[src/etc_map.vh]
// Constants and register layout for the eight-bit timer control block
`ifndef ETC_MAP_VH
`define ETC_MAP_VH
`define ETC_ADDR_BANK_PTR   8'hfd
`define ETC_BANK_NORMAL     4'h0
`define ETC_BANK_TIMER      4'hd
`define ETC_BANK_STOP       4'hf
`define ETC_LOC_T8CTL       4'h0
`define ETC_LOC_SHARED      4'h1
`define ETC_LOC_T16CTL      4'h2
`define ETC_BIT_EN          7
`define ETC_BIT_ONESHOT     6
`define ETC_BIT_TC          5
`define ETC_BIT_CAPMASK     2
`define ETC_BIT_TOMASK      1
`define ETC_BIT_PINA        0
`define ETC_BIT_MODE        7
`define ETC_BIT_PINB        6
`define ETC_BIT_CAPHI       1
`define ETC_BIT_CAPLO       0
`define ETC_RST_T8CTL       8'h00
`define ETC_RST_SHARED      8'h00
`define ETC_RST_PTR         8'h00
`define ETC_LOGIC_AND       2'h0
`define ETC_LOGIC_OR        2'h1
`define ETC_LOGIC_NOR       2'h2
`define ETC_LOGIC_NAND      2'h3
`define ETC_EDGE_FALL       2'h0
`define ETC_EDGE_RISE       2'h1
`define ETC_EDGE_BOTH       2'h2
`endif

[src/etc_timer_ctl.v]
// Eight-bit timer control and shared control with banked register access
`timescale 1ns/100ps
`include "etc_map.vh"
module etc_timer_ctl #(
	parameter W = 8
) (
	input  wire         clk_sys,
	input  wire         rst_n,
	input  wire [7:0]   reg_addr,
	input  wire [7:0]   reg_wdata,
	input  wire         reg_wr,
	input  wire         reg_rd,
	output reg  [7:0]   reg_rdata,
	output wire         ext_sel,
	output wire [3:0]   ext_bank,
	output wire [3:0]   work_group,
	input  wire         count_tick,
	input  wire [W-1:0] init_low,
	input  wire [W-1:0] init_high,
	input  wire         t16_out,
	input  wire         port_out_a,
	input  wire         port_out_b,
	input  wire         edge_input_pin_a,
	input  wire         edge_input_pin_b,
	output wire         timer_out_pin_a,
	output wire         timer_out_pin_b,
	output reg  [W-1:0] capture_low_reg,
	output reg  [W-1:0] capture_high_reg,
	output wire         timeout_irq,
	output wire         capture_irq
);
	reg  [7:0]   ptr_q;
	reg          en_q;
	reg          oneshot_q;
	reg          tc_q;
	reg          capmask_q;
	reg          tomask_q;
	reg          pina_q;
	reg          mode_q;
	reg          pinb_q;
	reg  [1:0]   sel_q;
	reg          caphi_q;
	reg          caplo_q;
	reg  [W-1:0] cnt_q;
	reg          phase_q;
	reg          out_q;
	reg          started_q;
	reg          tick_s1_q;
	reg          tick_s2_q;
	reg          tick_s3_q;
	reg          ina_s1_q;
	reg          ina_s2_q;
	reg          inb_s1_q;
	reg          inb_s2_q;
	reg          in_prev_q;
	wire         tick;
	wire         din;
	wire         rise;
	wire         fall;
	wire         edge_hit;
	wire         hit_t8;
	wire         hit_sh;
	wire         wr_t8;
	wire         wr_sh;
	wire         at_tc;
	wire         timeout;
	reg          comb_out;
	reg  [W-1:0] reload;

	assign ext_bank = ptr_q[3:0];
	assign work_group = ptr_q[7:4];
	assign ext_sel = (ptr_q[3:0] != `ETC_BANK_NORMAL) && (reg_addr[7:4] == 4'h0);
	assign hit_t8 = ext_sel && (ptr_q[3:0] == `ETC_BANK_TIMER)
		&& (reg_addr[3:0] == `ETC_LOC_T8CTL);
	assign hit_sh = ext_sel && (ptr_q[3:0] == `ETC_BANK_TIMER)
		&& (reg_addr[3:0] == `ETC_LOC_SHARED);
	assign wr_t8 = reg_wr && hit_t8;
	assign wr_sh = reg_wr && hit_sh;

	// Tick and pin synchronisers
	always @(posedge clk_sys or negedge rst_n)
	begin
		if (!rst_n)
		begin
			tick_s1_q <= 1'b0;
			tick_s2_q <= 1'b0;
			tick_s3_q <= 1'b0;
			ina_s1_q <= 1'b0;
			ina_s2_q <= 1'b0;
			inb_s1_q <= 1'b0;
			inb_s2_q <= 1'b0;
			in_prev_q <= 1'b0;
		end
		else
		begin
			tick_s1_q <= count_tick;
			tick_s2_q <= tick_s1_q;
			tick_s3_q <= tick_s2_q;
			ina_s1_q <= edge_input_pin_a;
			ina_s2_q <= ina_s1_q;
			inb_s1_q <= edge_input_pin_b;
			inb_s2_q <= inb_s1_q;
			in_prev_q <= din;
		end
	end
	assign tick = tick_s2_q && !tick_s3_q;
	assign din = pinb_q ? inb_s2_q : ina_s2_q;
	assign rise = din && !in_prev_q;
	assign fall = !din && in_prev_q;
	assign edge_hit = (sel_q == `ETC_EDGE_FALL) ? fall :
		(sel_q == `ETC_EDGE_RISE) ? rise :
		(sel_q == `ETC_EDGE_BOTH) ? (rise || fall) : 1'b0;

	assign at_tc = (cnt_q == {{(W-1){1'b0}}, 1'b1});
	assign timeout = en_q && tick && at_tc && (!mode_q || started_q);

	always @*
	begin
		reload = phase_q ? init_high : init_low;
	end

	// Pointer register
	always @(posedge clk_sys or negedge rst_n)
	begin
		if (!rst_n)
			ptr_q <= `ETC_RST_PTR;
		else if (reg_wr && (reg_addr == `ETC_ADDR_BANK_PTR))
			ptr_q <= reg_wdata;
	end

	// Control registers and counter
	always @(posedge clk_sys or negedge rst_n)
	begin
		if (!rst_n)
		begin
			en_q <= 1'b0;
			oneshot_q <= 1'b0;
			tc_q <= 1'b0;
			capmask_q <= 1'b0;
			tomask_q <= 1'b0;
			pina_q <= 1'b0;
			mode_q <= 1'b0;
			pinb_q <= 1'b0;
			sel_q <= 2'h0;
			caphi_q <= 1'b0;
			caplo_q <= 1'b0;
			cnt_q <= {W{1'b0}};
			phase_q <= 1'b0;
			out_q <= 1'b0;
			started_q <= 1'b0;
			capture_low_reg <= {W{1'b0}};
			capture_high_reg <= {W{1'b0}};
		end
		else
		begin
			if (wr_t8)
			begin
				oneshot_q <= reg_wdata[`ETC_BIT_ONESHOT];
				capmask_q <= reg_wdata[`ETC_BIT_CAPMASK];
				tomask_q <= reg_wdata[`ETC_BIT_TOMASK];
				pina_q <= reg_wdata[`ETC_BIT_PINA];
			end
			if (wr_sh)
			begin
				mode_q <= reg_wdata[`ETC_BIT_MODE];
				pinb_q <= reg_wdata[`ETC_BIT_PINB];
				sel_q <= reg_wdata[5:4];
			end
			if (wr_t8 && reg_wdata[`ETC_BIT_EN] && !en_q)
			begin
				en_q <= 1'b1;
				cnt_q <= init_low;
				phase_q <= 1'b0;
				out_q <= 1'b0;
				started_q <= 1'b0;
			end
			else if (wr_t8 && !reg_wdata[`ETC_BIT_EN])
				en_q <= 1'b0;
			else if (en_q && mode_q)
			begin
				if (edge_hit && !started_q)
					started_q <= 1'b1;
				else if (edge_hit)
				begin
					if (rise)
						capture_high_reg <= ~cnt_q;
					else
						capture_low_reg <= ~cnt_q;
					cnt_q <= reload;
				end
				else if (started_q && tick)
					cnt_q <= at_tc ? reload : cnt_q - {{(W-1){1'b0}}, 1'b1};
			end
			else if (en_q && tick)
			begin
				if (at_tc)
				begin
					out_q <= !out_q;
					phase_q <= !phase_q;
					cnt_q <= phase_q ? init_low : init_high;
					if (oneshot_q)
						en_q <= 1'b0;
				end
				else
					cnt_q <= cnt_q - {{(W-1){1'b0}}, 1'b1};
			end
			if (timeout)
				tc_q <= 1'b1;
			else if (wr_t8 && reg_wdata[`ETC_BIT_TC])
				tc_q <= 1'b0;
			if (en_q && mode_q && started_q && edge_hit && rise)
				caphi_q <= 1'b1;
			else if (wr_sh && reg_wdata[`ETC_BIT_CAPHI])
				caphi_q <= 1'b0;
			if (en_q && mode_q && started_q && edge_hit && !rise)
				caplo_q <= 1'b1;
			else if (wr_sh && reg_wdata[`ETC_BIT_CAPLO])
				caplo_q <= 1'b0;
		end
	end

	always @*
	begin
		case (sel_q)
			`ETC_LOGIC_AND:  comb_out = out_q & t16_out;
			`ETC_LOGIC_OR:   comb_out = out_q | t16_out;
			`ETC_LOGIC_NOR:  comb_out = ~(out_q | t16_out);
			`ETC_LOGIC_NAND: comb_out = ~(out_q & t16_out);
			default:         comb_out = 1'b0;
		endcase
	end
	assign timer_out_pin_a = pina_q ? out_q : port_out_a;
	assign timer_out_pin_b = (!mode_q && pinb_q) ? comb_out : port_out_b;
	assign timeout_irq = tomask_q && tc_q;
	assign capture_irq = capmask_q && (caphi_q || caplo_q);

	// Read back
	always @*
	begin
		reg_rdata = 8'h00;
		if (reg_rd && reg_addr == `ETC_ADDR_BANK_PTR)
			reg_rdata = ptr_q;
		else if (reg_rd && hit_t8)
			reg_rdata = {en_q, oneshot_q, tc_q, 2'b00, capmask_q, tomask_q, pina_q};
		else if (reg_rd && hit_sh)
			reg_rdata = {mode_q, pinb_q, sel_q, 2'b00, caphi_q, caplo_q};
	end
endmodule // etc_timer_ctl

[config.mk]
export PLATFORM = sky130hd
export DESIGN_NAME = etc_timer_ctl
export DESIGN_NICKNAME = d
export VERILOG_FILES = /design/src/etc_timer_ctl.v
export VERILOG_INCLUDE_DIRS = /design/src
export SDC_FILE = /design/constraint.sdc
export NUM_CORES = 1
export LEC_CHECK = 0
export BUFFER_PORTS_ARGS = -buffer_cell sky130_fd_sc_hd__buf_2
export CORE_ASPECT_RATIO = 1.4
export CORE_MARGIN = 3
export CORE_UTILIZATION = 49
export DETAILED_ROUTE_END_ITERATION = 12
export PLACE_DENSITY = 0.76
export SYNTH_ARGS = -nofsm -noshare
export SYNTH_HDL_FRONTEND = slang
export SYNTH_SLANG_ARGS = --single-unit
[constraint.sdc]
create_clock -name clk_sys -period 2.7 [get_ports clk_sys]
set_clock_uncertainty 0.15 [all_clocks]
set_input_delay 0.27 -clock clk_sys [delete_from_list [all_inputs] [get_ports clk_sys]]
set_output_delay 0.27 -clock clk_sys [all_outputs]
set_load 0.02 [all_outputs]
# After elaboration in Yosys (flattened, before gate mapping)
# Index checks and enable logic that the tools add are counted.
# Widths: inputs -> output; s select.
dict set report op_classes {
  addsub 1
  multipliers 0
  div 0
  magnitude_cmp 0
  n_eq_ne 12
  shifts 0
  muxes 47
  n_bitwise 9
  reduce_logical 66
}
# cell count
set ops {}
lappend ops {{$mux 8} 14}
lappend ops {{$logic_and 1x1->1} 32}
lappend ops {{$mux 1} 32}
lappend ops {{$reduce_bool 2->1} 7}
lappend ops {{$reduce_and 4->1} 3}
lappend ops {{$reduce_and 6->1} 2}
lappend ops {{$reduce_bool 3->1} 4}
lappend ops {{$logic_not 1->1} 10}
lappend ops {{$eq 8x1->1 const B} 1}
lappend ops {{$eq 8x8->1 const B} 1}
lappend ops {{$logic_not 4->1} 2}
lappend ops {{$not 8->8} 1}
lappend ops {{$sub 8x1->8 const B} 1}
lappend ops {{$ne 3x3->1 const B} 2}
lappend ops {{$not 1->1} 6}
lappend ops {{$eq 2x2->1 const B} 2}
lappend ops {{$eq 4x1->1 const B} 1}
lappend ops {{$eq 4x4->1 const B} 1}
lappend ops {{$ne 2x2->1 const B} 2}
lappend ops {{$ne 4x4->1 const B} 1}
lappend ops {{$pmux 1 s4} 1}
lappend ops {{$reduce_bool 4->1} 1}
lappend ops {{$logic_or 1x1->1} 3}
lappend ops {{$reduce_and 3->1} 1}
lappend ops {{other kinds (4)} 4}
dict set report word_totals {
  reg_bits 55
  latch_bits 0
  mem_bits_rw 0
  mem_bits_ro 0
  in_bits 42
  word_cells 161
  n_memories 0
}

# Logic depth before layout (Yosys ltp)
dict set report logic_depth {
  ltp_word 12
  ltp_mapped 10
  mapped_depth_nobuf 8
}

# Least setup slack after synthesis
# No wires, ideal clock.
dict set report synth_timing {
  kind {register -> register}
  from {register pinb_q}
  to {register capture_high_reg[0]}
  setup_time_ps 125
  arrival_ps 2282
  t_required_ps 2425
  slack_ps 143
  path_stages_with_launch 9
  cell_sequence {dfrtp_1 mux2i_1 inv_1 ha_1 and2_1 o31ai_1 nand4_1 a21oi_2 mux2_2}
}
dict set report synth_between {
  elab_chain_len 10
}
# item line
set synth_lines {}
lappend synth_lines {{start: declaration} etc_timer_ctl.v:40} ;# reg pinb_q;
lappend synth_lines {{start signal: assignment} etc_timer_ctl.v:166} ;# pinb_q <= reg_wdata[`ETC_BIT_PINB];
lappend synth_lines {{$mux 1 (*)} etc_timer_ctl.v:107} ;# assign din = pinb_q ? inb_s2_q : ina_s2_q;
lappend synth_lines {{net din} etc_timer_ctl.v:57} ;# wire din;
lappend synth_lines {{$logic_not 1->1} etc_timer_ctl.v:109} ;# assign fall = !din && in_prev_q;
lappend synth_lines {{$logic_and 1x1->1} etc_timer_ctl.v:109}
lappend synth_lines {{$logic_or 1x1->1} etc_timer_ctl.v:112} ;# (sel_q == `ETC_EDGE_BOTH) ? (rise || fall) : 1'b0;
lappend synth_lines {{$mux 1} etc_timer_ctl.v:112}
lappend synth_lines {{$mux 1} etc_timer_ctl.v:111} ;# (sel_q == `ETC_EDGE_RISE) ? rise :
lappend synth_lines {{$mux 1} etc_timer_ctl.v:110} ;# assign edge_hit = (sel_q == `ETC_EDGE_FALL) ? fall :
lappend synth_lines {{$logic_and 1x1->1} etc_timer_ctl.v:181} ;# if (edge_hit && !started_q)
lappend synth_lines {{$not 1->1 (no line)} n/a}
lappend synth_lines {{$reduce_and 6->1 (no line) (*)} n/a}
lappend synth_lines {{end signal: assignment} etc_timer_ctl.v:152} ;# capture_high_reg <= {W{1'b0}};
lappend synth_lines {{end signal: assignment} etc_timer_ctl.v:186} ;# capture_high_reg <= ~cnt_q;
lappend synth_lines {{end: declaration} etc_timer_ctl.v:28} ;# output reg [W-1:0] capture_high_reg,
# The timed path passes the listed nets; every way through them passes the cells marked *.
# A chain may end at the register's enable or synchronous reset.

# Worst setup path after layout
dict set report layout_timing {
  from {register pinb_q}
  to {register capture_low_reg[3]}
}
dict set report layout_between {
  elab_chain_len 10
}
# item line
set layout_lines {}
lappend layout_lines {{$mux 1 (*)} etc_timer_ctl.v:107}
lappend layout_lines {{net din} etc_timer_ctl.v:57}
lappend layout_lines {{$logic_not 1->1} etc_timer_ctl.v:109}
lappend layout_lines {{$logic_and 1x1->1} etc_timer_ctl.v:109}
lappend layout_lines {{$logic_or 1x1->1} etc_timer_ctl.v:112}
lappend layout_lines {{$mux 1} etc_timer_ctl.v:112}
lappend layout_lines {{$mux 1} etc_timer_ctl.v:111}
lappend layout_lines {{$mux 1} etc_timer_ctl.v:110}
lappend layout_lines {{$logic_and 1x1->1} etc_timer_ctl.v:181}
lappend layout_lines {{$not 1->1 (no line)} n/a}
lappend layout_lines {{$reduce_and 6->1 (no line) (*)} n/a}
lappend layout_lines {{end signal: assignment} etc_timer_ctl.v:151} ;# capture_low_reg <= {W{1'b0}};
lappend layout_lines {{end signal: assignment} etc_timer_ctl.v:188} ;# capture_low_reg <= ~cnt_q;
lappend layout_lines {{end: declaration} etc_timer_ctl.v:27} ;# output reg [W-1:0] capture_low_reg,
# Marks and branches as above.

==> impl_metrics.toml <==
[worst_setup_path]
startpoint = "pinb_q$_DFFE_PN0N_"
crit_type = "flop to flop"
crit_path_start_kind = "flop"
cp_max_fo = 5
required_ps = 2740
reg2reg_from = "pinb_q$_DFFE_PN0N_"
worstSetupEndpointType = "flop"
cp_data_arrival_time_ps = 2590

[route]
vias = 2878
route.detailed.drc = 0
drt-vias-per-instance = 5.98
drtIter0Drc = 124
first_pass_iters = 4
ant_nets = 0
wl_per_cell_um = 17.3
wirelength_um = 8310

[grt]
first_global_vias = 2866
track_usage = 0.225
grt_overflow = 0
use_met2 = 0.401
grt_use_met3 = 0.0423
grt_busiest_layer = "met2"
grt_max_degree = 46
globalRouteMet1Util = 0.262
grt_antenna_before_repair = 0
grt_pass1_wl_um = 13300

[die]
start_util = 0.513
die_w_um = 74.6
die_y_um = 102
ios = 79
fp.dieArea_um2 = 7620
core_area_um2 = 6300
row_count = 34

[timing]
setup_viol = 0
fmax_ghz = 0.391
finalWorstSetupSlack_ps = 142
drv_slew = 0
rsz0062_at_grt = "no"
fin_crit_sh = 0.947
min_period_ps = 2560
hold_ws_ps = 46.2
tightest_slew_ps = 570
slew_headroom = 0.620
setup_tns_ps = 0
hold_violations = 0

[cells_and_area]
utilization = 0.625
nFillCells = 521
drive_gt1_frac = 0.352
syn_to_final_growth_pct = 21.8
layout_common_cells = "buf_2, dfrtp_1, mux2_2, nand2_1, mux2i_1"
final_common_cell = "buf_2"
nNetsFinal = 454
antenna-diode-count = 0
stdcell_area_um2 = 3940

[cts]
clk_latency_ps = 310
htree_levels = 2
root_buffer = "clkbuf_8"
cts_tree = "yes"
clk_pin_slew_worst_paths_ps = 100
cts.sinks = 55
cts_made_buffers = 5
clock_path_buffers = 2

[worst_hold_path]
hold_class = "input pin to flop"
hold_start = "reg_wdata[3]"

[synthesis]
syn-num-nets = 365
synthCells = 319
synth_area_um2 = 3230
syn_area_per_cell_um2 = 10.1
async_flop_share = 1.00
dominantRegCellSynth = "dfrtp_1"
ys_ff_latch = 55
synth.distinct_cells = 59
yosysSeqAreaShare = 0.426
ys.warnings.count = 0
synth_edf_count = 0

[pwr]
power.density_nw_per_um2 = 391
switching_share = 0.224
p_sw_uw = 344
p_seq_frac = 0.548
p_int_uw = 1190
ir_drop_uv = 297
p_clk_frac = 0.368
p_comb_frac = 0.084
p_leak_uw = 0.00196

[placement]
dpl.hpwl_um = 6270
preCtsSetupSlack_ps = 23.3
portBuffers = 78
routabilityCongestion = 0.926
place_area_um2 = 3730

[run_status]
outcome = "complete, no violations"

[job]
drv_cap = 0
[layer usage]
| layer | part of all wire | vias to the layer above |
|---|---|---|
| li1 | - | 1357 |
| met1 | 0.41 | 1375 |
| met2 | 0.50 | 122 |
| met3 | 0.060 | 24 |
| met4 | 0.031 | 0 |
| met5 | 0 | - |
[synth_stat cells (4+ instances only)]
master    number  area share
a31oi_1        7       0.014
and2_1         6       0.012
o211ai_1       8       0.019
inv_1         15       0.017
a22oi_1        4      0.0093
a21oi_1       15       0.023
nand2_1       25       0.029
o21ai_0       13       0.020
nand3_1        8       0.012
nor2b_1        4      0.0077
buf_2          6      0.0093
nor2_1        11       0.013
nor4_1         4      0.0077
ha_1           4       0.015
a21o_1         4      0.0093
mux2i_1       22       0.068
mux2_2        30        0.10
dfrtp_1       55        0.43
nand4_1        9       0.017
clkbuf_1       8      0.0093
nor3_1         4      0.0062
[power groups by stage]
stage | Sequential, uW | Clock, uW | Combinational (uW)
floorplan | 865 | 0 | 44.1
global placement | 859 | 0 | 123
global route | 845 | 601 | 144
CTS | 843 | 574 | 130
detailed placement | 860 | 0 | 125
finish | 843 | 566 | 130
[stage by stage]
| stage | instances | total power (uW) |
|---|---|---|
| 2_1_floorplan | 319 | 909 |
| 3_5_place_dp | 466 | 985 |
| 3_3_place_gp | 466 | 982 |
| 4_1_cts | 478 | 1550 |
| 6_report | 481 | 1540 |
| 5_1_grt | 481 | 1590 |
[final timing paths]
check                                                  to  slack, ps  depth (start not counted)
max                        capture_low_reg[3]$_DFFE_PN0P_        140                          9
min                                  ptr_q[3]$_DFFE_PN0P_         50                          2
max reg2reg                capture_low_reg[3]$_DFFE_PN0P_        140                          9
min reg2reg                           tick_s2_q$_DFF_PN0_        210                          0
max in group asynchronous            ptr_q[1]$_DFFE_PN0P_       1350                          3
min in group asynchronous  capture_low_reg[4]$_DFFE_PN0P_        200                          2
[repair_timing]
| item | CTS | global route |
|---|---|---|
| endpoints found under the setup margin | 2 | 10 |
| pin swaps | 0 | 1 |
| setup buffers | 0 | 3 |
| hold buffers | 4 | 0 |
| endpoints found under the hold margin | 13 | 0 |
| gates resized for setup | 1 | 1 |
[area by class of cell]
class                           instances  area [um2]  share of cell area
Timing Repair Buffer                   99         571               0.145
Clock inverter                          2        35.0             0.00890
Clock buffer                            6        82.6              0.0210
Multi-Input combinational cell        232        1730               0.438
Sequential cell                        55        1380               0.350
Tap cell                               72        90.1              0.0229
Inverter                               15        56.3              0.0143
[logic make-up after synthesis]
kind of cell | synth area share
multiplexers | 0.173
adder cells (fa/ha/maj) | 0.0155
flip-flops | 0.426
buffers and inverters | 0.0441
AND/OR/NAND/NOR | 0.182
AO/OA/AOI/OAI | 0.151
XOR/XNOR | 0.00813
[worst max-delay path, cell delays in order (launching register included)]
cell and delay (ps):
dfrtp_1 410, mux2i_1 240, inv_1 80, ha_1 260, and2_1 200, o31a_1 260
nor3_1 320, nand2_2 210, buf_12 190, mux2i_1 110
(Power assumes the default switching activity.)
